$ cat src/rtl/fault_status_pkg.sv
/*
 * Constants, types and register map for the sticky voltage fault status bank.
 * Assumes a serial management front end that turns bus traffic into
 * single-cycle register read and write strobes.
 */
package fault_status_pkg;

	localparam int unsigned ADDR_W = 8;
	localparam int unsigned DATA_W = 8;
	localparam int unsigned STAT_W = 24;

	// Register offsets
	localparam logic [ADDR_W-1:0] VOLT_LOW_OFS  = 8'h41;
	localparam logic [ADDR_W-1:0] VOLT_HIGH_OFS = 8'h42;
	localparam logic [ADDR_W-1:0] MISC_OFS      = 8'h43;
	localparam logic [DATA_W-1:0] REG_RESET     = 8'h00;
	localparam logic [DATA_W-1:0] UNMAPPED_DATA = 8'h00;

	// Flat status vector: [7:0] low bank, [15:8] high bank, [23:16] misc
	localparam int unsigned LOW_LSB  = 0;
	localparam int unsigned HIGH_LSB = 8;
	localparam int unsigned MISC_LSB = 16;
	localparam int unsigned CH15_BIT = 14;
	localparam int unsigned CH16_BIT = 15;

	localparam logic [STAT_W-1:0] STAT_RESET = 24'h00_0000;
	// Misc bits 1:0 are reserved
	localparam logic [STAT_W-1:0] IMPL_BITS  = 24'hFC_FFFF;
	// Always masked while asleep
	localparam logic [STAT_W-1:0] FIXED_MASK = 24'h3C_47FF;
	// Masked only as the sleep mask settings say
	localparam logic [STAT_W-1:0] OPT_MASK   = 24'hC0_3800;

	typedef enum logic [2:0] {
		SLEEP_S0  = 3'b001,
		SLEEP_S3  = 3'b010,
		SLEEP_S45 = 3'b100
	} sleep_state_t;

	typedef struct packed {
		logic [15:0] voltRange;    // Channel n+1 outside its limits
		logic [1:0]  termFuse;     // Termination fuse inputs 2,1
		logic [1:0]  coreMismatch; // Core supply vs voltage id, cpu 2,1
		logic [1:0]  diodeFault;   // Remote diode open/short, 2,1
	} fault_in_t;

	typedef struct packed {
		logic                rdEn;
		logic                wrEn;
		logic [ADDR_W-1:0]   addr;
		logic [DATA_W-1:0]   wrData;
	} reg_req_t;

endpackage : fault_status_pkg

$ cat src/rtl/voltage_fault_status_bank.sv
/*
 * Three sticky 8-bit fault status registers with sleep-state masking.
 * Assumes fault inputs are levels synchronous to clk and that register
 * strobes last one cycle each.
 */
// Operation
// - Channels 1-8 set low bank; masked asleep
// - Channels 9-16 set high bank; 9-11 masked asleep
// - Channels 12-14 masked asleep per mask settings
// - Channel 15 always masked asleep
// - Channel 16 never masked by sleep
// - Fuse input 1 sets misc bit 2
// - Fuse input 2 sets misc bit 3
// - Cpu1 core mismatch sets misc bit 4
// - Cpu2 core mismatch sets misc bit 5
// - Diode 1 fault sets bit 6, optional mask
// - Diode 2 fault sets bit 7, optional mask
// - Set bits stay until software clears
// - Clear fails while fault unmasked and present
// - ASF: read clears too; else write-one-clear
// - Any bit sets summary flag; alert if enabled
module voltage_fault_status_bank (
	input  wire logic                                clk,             // 200 MHz clock
	input  wire logic                                rst_b,           // Async reset, low
	input  wire fault_status_pkg::reg_req_t          regReq,          // Register strobe
	output logic [fault_status_pkg::DATA_W-1:0]      regRdData_q,     // Read data
	input  wire fault_status_pkg::fault_in_t         faultIn,         // Fault levels
	input  wire fault_status_pkg::sleep_state_t      sleepState,      // Sleep state
	input  wire logic [fault_status_pkg::STAT_W-1:0] s3OptMask,       // Opt. mask in S3
	input  wire logic [fault_status_pkg::STAT_W-1:0] s45OptMask,      // Opt. mask in S4/5
	input  wire logic                                asfMode,         // Read-to-clear mode
	input  wire logic                                alertEnable,     // Alert enable
	output logic                                     summaryErrFlag_q, // Summary flag
	output logic                                     alert_q          // Alert output
);

	localparam int unsigned SW = fault_status_pkg::STAT_W;

	logic [SW-1:0] status_q;
	logic [SW-1:0] status_d;
	logic [SW-1:0] condVec;
	logic [SW-1:0] maskVec;
	logic [SW-1:0] setVec;
	logic [SW-1:0] clrVec;
	logic [SW-1:0] wrClr;
	logic [SW-1:0] rdClr;
	logic [fault_status_pkg::DATA_W-1:0] rdMux;
	logic inS3;
	logic inS45;
	logic selLow;
	logic selHigh;
	logic selMisc;

	// Condition map
	assign condVec[fault_status_pkg::LOW_LSB +: 8]  = faultIn.voltRange[7:0];
	assign condVec[fault_status_pkg::HIGH_LSB +: 8] = faultIn.voltRange[15:8];
	assign condVec[fault_status_pkg::MISC_LSB +: 8] = {faultIn.diodeFault[1],
		faultIn.diodeFault[0],
		faultIn.coreMismatch[1],
		faultIn.coreMismatch[0],
		faultIn.termFuse[1],
		faultIn.termFuse[0],
		2'b00};

	// Unknown sleep codes count as awake so faults are never lost
	assign inS3  = (sleepState == fault_status_pkg::SLEEP_S3);
	assign inS45 = (sleepState == fault_status_pkg::SLEEP_S45);

	assign maskVec = ({SW{inS3 | inS45}} & fault_status_pkg::FIXED_MASK)
		| ({SW{inS3}} & s3OptMask & fault_status_pkg::OPT_MASK)
		| ({SW{inS45}} & s45OptMask & fault_status_pkg::OPT_MASK);

	assign setVec = condVec & ~maskVec & fault_status_pkg::IMPL_BITS;

	// Address decode
	assign selLow  = (regReq.addr == fault_status_pkg::VOLT_LOW_OFS);
	assign selHigh = (regReq.addr == fault_status_pkg::VOLT_HIGH_OFS);
	assign selMisc = (regReq.addr == fault_status_pkg::MISC_OFS);

	assign wrClr = {SW{regReq.wrEn}} & {{8{selMisc}}, {8{selHigh}}, {8{selLow}}}
		& {3{regReq.wrData}};
	assign rdClr = {SW{regReq.rdEn & asfMode}}
		& {{8{selMisc}}, {8{selHigh}}, {8{selLow}}};
	assign clrVec = wrClr | rdClr;

	// Set beats clear, so an unmasked live fault cannot be cleared
	assign status_d = (setVec | (status_q & ~clrVec)) & fault_status_pkg::IMPL_BITS;

	assign rdMux = selLow  ? status_q[fault_status_pkg::LOW_LSB +: 8]
		: selHigh ? status_q[fault_status_pkg::HIGH_LSB +: 8]
		: selMisc ? status_q[fault_status_pkg::MISC_LSB +: 8]
		: fault_status_pkg::UNMAPPED_DATA;

	always_ff @(posedge clk or negedge rst_b) begin
		if (!rst_b) begin
			status_q <= fault_status_pkg::STAT_RESET;
		end else begin
			status_q <= status_d;
		end
	end

	always_ff @(posedge clk or negedge rst_b) begin
		if (!rst_b) begin
			regRdData_q <= fault_status_pkg::REG_RESET;
		end else if (regReq.rdEn) begin
			regRdData_q <= rdMux;
		end
	end

	// Flag tracks the registered status exactly
	always_ff @(posedge clk or negedge rst_b) begin
		if (!rst_b) begin
			summaryErrFlag_q <= 1'b0;
			alert_q          <= 1'b0;
		end else begin
			summaryErrFlag_q <= |status_d;
			alert_q          <= alertEnable & (|status_d);
		end
	end

	// Checks
	lowSleepQuiet_a: assert property (@(posedge clk) disable iff (!rst_b)
		((inS3 || inS45) && status_q[7:0] == 8'h00) |=> status_q[7:0] == 8'h00)
		else $error("low bank set while asleep");

	highAwakeSet_a: assert property (@(posedge clk) disable iff (!rst_b)
		(sleepState == fault_status_pkg::SLEEP_S0 && faultIn.voltRange[8])
		|=> status_q[8])
		else $error("channel 9 fault not latched");

	optMask_a: assert property (@(posedge clk) disable iff (!rst_b)
		(inS3 && !s3OptMask[11] && faultIn.voltRange[11]) |=> status_q[11])
		else $error("unmasked channel 12 fault not latched");

	ch15Mask_a: assert property (@(posedge clk) disable iff (!rst_b)
		((inS3 || inS45) && !status_q[fault_status_pkg::CH15_BIT])
		|=> !status_q[fault_status_pkg::CH15_BIT])
		else $error("channel 15 set while asleep");

	ch16Never_a: assert property (@(posedge clk) disable iff (!rst_b)
		faultIn.voltRange[15] |=> status_q[fault_status_pkg::CH16_BIT])
		else $error("channel 16 fault lost");

	fuseSet_a: assert property (@(posedge clk) disable iff (!rst_b)
		(!inS3 && !inS45 && faultIn.termFuse[0]) |=> status_q[18])
		else $error("fuse 1 fault not latched");

	stickyBit_a: assert property (@(posedge clk) disable iff (!rst_b)
		(status_q[0] && !regReq.wrEn && !regReq.rdEn) |=> status_q[0])
		else $error("status bit dropped without clear");

	clearFail_a: assert property (@(posedge clk) disable iff (!rst_b)
		(faultIn.voltRange[15] && regReq.wrEn && selHigh)
		|=> status_q[fault_status_pkg::CH16_BIT])
		else $error("live unmasked fault was cleared");

	asfRead_a: assert property (@(posedge clk) disable iff (!rst_b)
		(regReq.rdEn && asfMode && selLow && faultIn.voltRange[7:0] == 8'h00)
		|=> status_q[7:0] == 8'h00)
		else $error("read did not clear in ASF mode");

	plainRead_a: assert property (@(posedge clk) disable iff (!rst_b)
		(regReq.rdEn && !regReq.wrEn && !asfMode && selLow && status_q[0])
		|=> status_q[0])
		else $error("read cleared outside ASF mode");

	summaryFlag_a: assert property (@(posedge clk) disable iff (!rst_b)
		summaryErrFlag_q == (|status_q))
		else $error("summary flag disagrees with status");

	alertOut_a: assert property (@(posedge clk) disable iff (!rst_b)
		##1 alert_q == ($past(alertEnable) && summaryErrFlag_q))
		else $error("alert does not follow enabled summary");

	rsvdZero_a: assert property (@(posedge clk) disable iff (!rst_b)
		status_q[17:16] == 2'b00)
		else $error("reserved misc bits set");

	lowAwakeSet_a: assert property (@(posedge clk) disable iff (!rst_b)
		(!inS3 && !inS45 && faultIn.voltRange[0]) |=> status_q[0])
		else $error("channel 1 fault not latched");

	highSleepQuiet_a: assert property (@(posedge clk) disable iff (!rst_b)
		((inS3 || inS45) && !status_q[8]) |=> !status_q[8])
		else $error("channel 9 set while asleep");

	optMaskHold_a: assert property (@(posedge clk) disable iff (!rst_b)
		(inS45 && s45OptMask[12] && !status_q[12]) |=> !status_q[12])
		else $error("masked channel 13 set while asleep");

	miscSleepQuiet_a: assert property (@(posedge clk) disable iff (!rst_b)
		((inS3 || inS45) && status_q[21:18] == 4'h0) |=> status_q[21:18] == 4'h0)
		else $error("fuse or core bit set while asleep");

	fuse2Set_a: assert property (@(posedge clk) disable iff (!rst_b)
		(!inS3 && !inS45 && faultIn.termFuse[1]) |=> status_q[19])
		else $error("fuse 2 fault not latched");

	cpu1Set_a: assert property (@(posedge clk) disable iff (!rst_b)
		(!inS3 && !inS45 && faultIn.coreMismatch[0]) |=> status_q[20])
		else $error("cpu 1 core mismatch not latched");

	cpu2Set_a: assert property (@(posedge clk) disable iff (!rst_b)
		(!inS3 && !inS45 && faultIn.coreMismatch[1]) |=> status_q[21])
		else $error("cpu 2 core mismatch not latched");

	diode1Set_a: assert property (@(posedge clk) disable iff (!rst_b)
		(inS3 && !s3OptMask[22] && faultIn.diodeFault[0]) |=> status_q[22])
		else $error("unmasked diode 1 fault not latched");

	diode2Set_a: assert property (@(posedge clk) disable iff (!rst_b)
		(!inS3 && !inS45 && faultIn.diodeFault[1]) |=> status_q[23])
		else $error("diode 2 fault not latched");

	diodeMask_a: assert property (@(posedge clk) disable iff (!rst_b)
		(inS3 && s3OptMask[23] && !status_q[23]) |=> !status_q[23])
		else $error("masked diode 2 set while asleep");

	maskedClear_a: assert property (@(posedge clk) disable iff (!rst_b)
		((inS3 || inS45) && regReq.wrEn && selLow && regReq.wrData[0]) |=> !status_q[0])
		else $error("masked fault bit did not clear");

	rsvdRead_a: assert property (@(posedge clk) disable iff (!rst_b)
		(regReq.rdEn && selMisc) |=> regRdData_q[1:0] == 2'b00)
		else $error("reserved misc bits read nonzero");

endmodule : voltage_fault_status_bank

$ cat config.mk
export PLATFORM = sky130hd
export DESIGN_NAME = voltage_fault_status_bank
export DESIGN_NICKNAME = d
export VERILOG_FILES = /design/src/rtl/fault_status_pkg.sv /design/src/rtl/voltage_fault_status_bank.sv
export SDC_FILE = /design/constraint.sdc
export NUM_CORES = 1
export LEC_CHECK = 0
export ABC_CLOCK_PERIOD_IN_PS = 3500
export BUFFER_PORTS_ARGS = -buffer_cell sky130_fd_sc_hd__buf_2
export CAP_MARGIN = 40
export CORE_ASPECT_RATIO = 1.4
export CORE_MARGIN = 2
export CORE_UTILIZATION = 48
export CTS_BUF_LIST = sky130_fd_sc_hd__clkbuf_8
export CTS_CLUSTER_SIZE = 16
export DETAILED_ROUTE_END_ITERATION = 7
export PLACE_DENSITY = 0.87
export SLEW_MARGIN = 20
export SYNTH_ARGS = -nofsm -noshare
export SYNTH_HDL_FRONTEND = slang
export SYNTH_SLANG_ARGS = --single-unit
$ cat constraint.sdc
create_clock -name clk -period 3.5 [get_ports clk]
set_input_delay 0.175 -clock clk [delete_from_list [all_inputs] [get_ports clk]]
set_output_delay 0.175 -clock clk [all_outputs]
set_load 0.05 [all_outputs]
* Word level (Yosys, flattened, before mapping)
Index checks and enable logic that the tools add are counted. Widths: inputs -> output; s select.
Word-level totals: flip-flop bits (word level) 32, bits of input ports 95
Cells by class: eq/ne operators 5, mux-type cells 3, bitwise operators 16, reduce and logical (&&, ||, !) cells 1
Operators by type and width (count):
- $and 24x24->24 | 7
- $or 24x24->24 | 3
- $not 24->24 | 2
- $eq 8x7->1 const B | 3
- $mux 8 | 3
- $or 22x24->24 | 1
- $reduce_or 22->1 | 1
- $eq 3x2->1 const B | 1
- $eq 3x3->1 const B | 1
- $and 1x1->1 | 2
- $or 1x1->1 | 1

* Depth between registers and ports, before layout
word-level depth 9, depth in mapped cells 9, gate-level depth less buffers 6

* Least setup slack after synthesis
No wires, ideal clock.
path kind input port to flip-flop, from input port regReq[8] (netlist name), to register alert_q, arrival 1.609 ns, required time 3.362 ns, setup slack 1.753 ns, stages 8, path buffers 2, cell sequence buf_4 -> and4bb_1 -> buf_4 -> nand3_1 -> a22o_1 -> or4_1 -> nor2_2 -> a31oi_1
On the way: word-level cells in the longest chain between the ends 9, elaborated cells between the ends (all ways) 12, those cells by class eq/ne: 3; bitwise: 8; reduce/logical: 1
Ends and longest elaborated chain:
- start: declaration | RTL line voltage_fault_status_bank.sv:25 | input wire fault_status_pkg::reg_req_t regReq,
- $eq 8x7->1 * | RTL line voltage_fault_status_bank.sv:76 | assign selLow = (regReq.addr == fault_status_pkg::VOLT_LOW_OFS);
- $and 24x24->24 | RTL line voltage_fault_status_bank.sv:80 | assign wrClr = {SW{regReq.wrEn}} & {{8{selMisc}}, {8{selHigh}}, {8{selLow}}}
- $and 24x24->24 | RTL line voltage_fault_status_bank.sv:81 | & {3{regReq.wrData}};
- $or 24x24->24 * | RTL line voltage_fault_status_bank.sv:84 | assign clrVec = wrClr | rdClr;
- $not 24->24 * | RTL line voltage_fault_status_bank.sv:87 | assign status_d = (setVec | (status_q & ~clrVec)) & fault_status_pkg::IMPL_BITS;
- $and 24x24->24 * | RTL line voltage_fault_status_bank.sv:87
- $or 24x24->24 * | RTL line voltage_fault_status_bank.sv:87
- named net status_d[4] | RTL line voltage_fault_status_bank.sv:40 | logic [SW-1:0] status_d;
- $reduce_or 22->1 * | RTL line voltage_fault_status_bank.sv:117 | alert_q <= alertEnable & (|status_d);
- $and 1x1->1 * | RTL line voltage_fault_status_bank.sv:117
- end signal: assignment | RTL line voltage_fault_status_bank.sv:117
- end: declaration | RTL line voltage_fault_status_bank.sv:34 | output logic alert_q
Mark *: on every way through the listed nets, which the timed path passes. The rest lies on a longest branch. A chain may end at the register's enable or synchronous reset.

* Worst setup path after layout
from input port regReq[11] (netlist name), to register alert_q
On the way: word-level cells in the longest chain between the ends 9, elaborated cells between the ends (all ways) 12, those cells by class eq/ne: 3; bitwise: 8; reduce/logical: 1
Ends and longest elaborated chain:
- $eq 8x7->1 * | RTL line voltage_fault_status_bank.sv:78 | assign selMisc = (regReq.addr == fault_status_pkg::MISC_OFS);
- $and 24x24->24 | RTL line voltage_fault_status_bank.sv:80
- $and 24x24->24 | RTL line voltage_fault_status_bank.sv:81
- $or 24x24->24 * | RTL line voltage_fault_status_bank.sv:84
- $not 24->24 * | RTL line voltage_fault_status_bank.sv:87
- $and 24x24->24 * | RTL line voltage_fault_status_bank.sv:87
- $or 24x24->24 * | RTL line voltage_fault_status_bank.sv:87
- named net status_d[18] | RTL line voltage_fault_status_bank.sv:40
- $reduce_or 22->1 * | RTL line voltage_fault_status_bank.sv:117
- $and 1x1->1 * | RTL line voltage_fault_status_bank.sv:117
Marks and branches as above.

==> results.md <==
- Setup TNS: 0 ns
- Setup violations, final: 0
- Mapped cell area: 1790 sq um
- Logic gate share of total power: 0.135
- Met1 WL: 1850 um
- Area delta synth->final: 25.0%
- Vias in the first global route: 1729
- Overflow left after global routing: 0
- Final core occ: 0.620
- Nets: 342
- Psw: 209 uW
- Clock buffer depth: 2
- Routed length per placed instance: 16.6 um
- HPWL after DPL: 3690 um
- CP Launch Type: input port
- Final Skew: 0.00880 ns
- Slew Viols, Final: 0
- Commonest cells post-synth: 32 x dfrtp_1, 23 x a22o_1, 15 x inv_1, 15 x nand2_1, 12 x nand4_1
- Detailed Routing Iterations Pass 1: 4
- Master of the slowest instance on the critical path: nor4_4
- Share of cells above drive strength 1: 0.331
- Placer Congestion: 0.910
- Primary FF master, synth: dfrtp_1
- Bufs and invs on worst path: 2
- Post-CTS Setup Inserts: 0
- DR vias/cell: 6.03
- LEAKAGE: 0.00102 uW
- Worst-margin pin slew: 0.690 ns
- F_max: 461 MHz
- CTS tree: yes
- Port Buf Inserts: 66
- Max Cap Viol: 0
- Clock buffer count from CTS: 5
- Die area: 4240 sq um
- Largest net degree at the start of global routing: 33
- Synth top area share: 0.447
- Multi-input gate area: 851 sq um
- Routed length on met2: 2530 um
- Post-synthesis register bit count: 32
- Maximum VDD drop: 0.297 mV
- Critical Path RT: 3.64 ns
- Drt drc: 0
- CORE AREA: 3610 sq um
- Post-DRT Antenna Nets: 0
- Crit-path cells: buf_2 > nor4_4 > buf_6 > nand4_1 > a22o_1 > a211o_1 > nor4_1 > a31oi_1
- Fin crit period: 2.17 ns
- Relative slew slack: 0.540
- Sequential Power Share: 0.445
- H-tree levels: 2
- CP arrival: 2.31 ns
- Antenna Cells: 0
- Number of top-level pins: 105
- Max Used Layer: met4
- Worst-skew pair later-pin latency: 0.29 ns
- RSZ-0062 raised after global routing: false
- CTS Root Cell: clkbuf_8
- FF/Latch Area: 801 sq um
- DP Area: 2120 sq um
- Status: finished clean
- Hold slack final: 0.0984 ns
- Pwr Density: 374 nW/um^2
- Wirelength, routed: 4810 um
- Clk pin slew, worst setup/hold paths: 0.07 ns
- Sw Ratio: 0.250
- Initial antenna violation count: 0
- Unique masters post-synth: 32
- Most frequent cell after synthesis: dfrtp_1
- Slowest stage delay, CP: 0.54 ns
- Fill cell count: 329
- Starting density of the core: 0.496
- Vias: 1748
- Gr usage total: 0.234
- Worst Hold Class: input port to flip-flop
- First-pass GRT wire length: 7800 um
- CP max FO: 12
- Top Family by Delay on Critical Path: simple AND/OR/NAND/NOR gates
- Period utilisation layout: 0.620
- Seq/Total Area, Yosys: 0.447
- Clk sinks: 32
- Design Area, Final: 2240 sq um
- Vert. Die Dim: 76.3 um
- Cells after Synth: 186
- Clk pwr share: 0.420
- EDFF count, synth: 0
- Setup CP Type: input port to flip-flop
- YS warnings: 0
- Met3 Routed Length: 288 um
- Asr flop ratio synth: 1.00
- Synth Net Count: 281
- Area contributors post-synth: dfrtp_1 45%, a22o_1 11%, a21o_1 4.6%
- Yosys top cell by area: dfrtp_1
- Placement row count: 26
- Starting DRT DRC Count: 106
- Die width: 55.6 um
- CP Capture Type: flip-flop
- Syn Area/Cell: 9.63 sq um
- Fin. Hold Viols: 0
- Pint: 629 uW
[kinds of logic (layout without fill, tap and decap cells)]
| family | count (synthesis) | in the layout | share of synthesized area |
|---|---|---|---|
| AO/OA/AOI/OAI | 60 | 60 | 0.252 |
| XOR/XNOR | 1 | 1 | 0.00489 |
| buffers and inverters | 31 | 93 | 0.0776 |
| flip-flops | 32 | 32 | 0.447 |
| multiplexers | 3 | 3 | 0.0189 |
| AND/OR/NAND/NOR | 59 | 59 | 0.199 |
[metrics by stage]
stage	worst slack (ns)	total power, uW	cells
6_report	1.33	838	290
4_1_cts	1.37	840	290
2_1_floorplan	1.75	438	186
3_3_place_gp	1.03	489	280
5_1_grt	1.26	866	290
3_5_place_dp	1.08	491	281
[worst paths after layout]
kind / startpoint / to / slack, ns / depth (start not counted)
worst max-delay path: regReq[11] / alert_q / 1.33 / 8
worst min-delay path: faultIn[9] / status_q[3] / 0.1 / 2
worst max register to register: status_q[18] / alert_q / 1.81 / 4
worst min register to register: status_q[5] / status_q[5] / 0.52 / 2
max in group asynchronous: rst_b / status_q[14] / 2.59 / 2
min in group asynchronous: rst_b / alert_q / 0.46 / 2
[sequential cells by signal, indices dropped and copies added (netlist names)]
| register | flops |
|---|---|
| status_q | 22 |
| regRdData_q | 8 |
| alert_q | 1 |
| summaryErrFlag_q | 1 |
[power groups by stage]
stage	sequential (uW)	combinational, uW	clock [uW]
3_3_place_gp	380	109	0
5_1_grt	373	123	371
6_report	373	113	352
2_1_floorplan	385	53.3	0
4_1_cts	373	112	355
3_5_place_dp	380	112	0
[layout make-up]
cell class              instances  area share
multi-input cells             123       0.380
flip-flops and latches         32       0.358
repair buffers                 70       0.164
clock buffers                   5      0.0307
inverters                      15      0.0252
well taps                      42      0.0235
clock inverters                 3      0.0190
[layout by cell type (no fill, tap or decap), types with 2 or more instances in the layout]
cell	instances
clkbuf_8	5
nand3b_1	9
mux2_2	3
nor2b_1	2
nand3_1	5
o21ai_0	6
a31oi_1	6
a22o_1	23
or4_1	2
buf_2	66
nand4_1	12
o22ai_1	6
nand2_1	15
nor4_1	3
inv_1	15
dfrtp_1	32
nand2b_1	2
a21o_1	11
nor3_1	2
a22oi_1	6
buf_4	2
[repair_timing]
action,in CTS,in global routing
hold endpoints to repair,32,0
gates resized for setup,0,0
hold buffers,1,0
[routing by layer]
layer / vias to the layer above / GRT usage
met5: - / 0
met4: 0 / 0.124
met3: 16 / 0.0390
met2: 84 / 0.407
met1: 829 / 0.270
li1: 819 / -
Note: power is estimated with default switching activity, not from simulation.
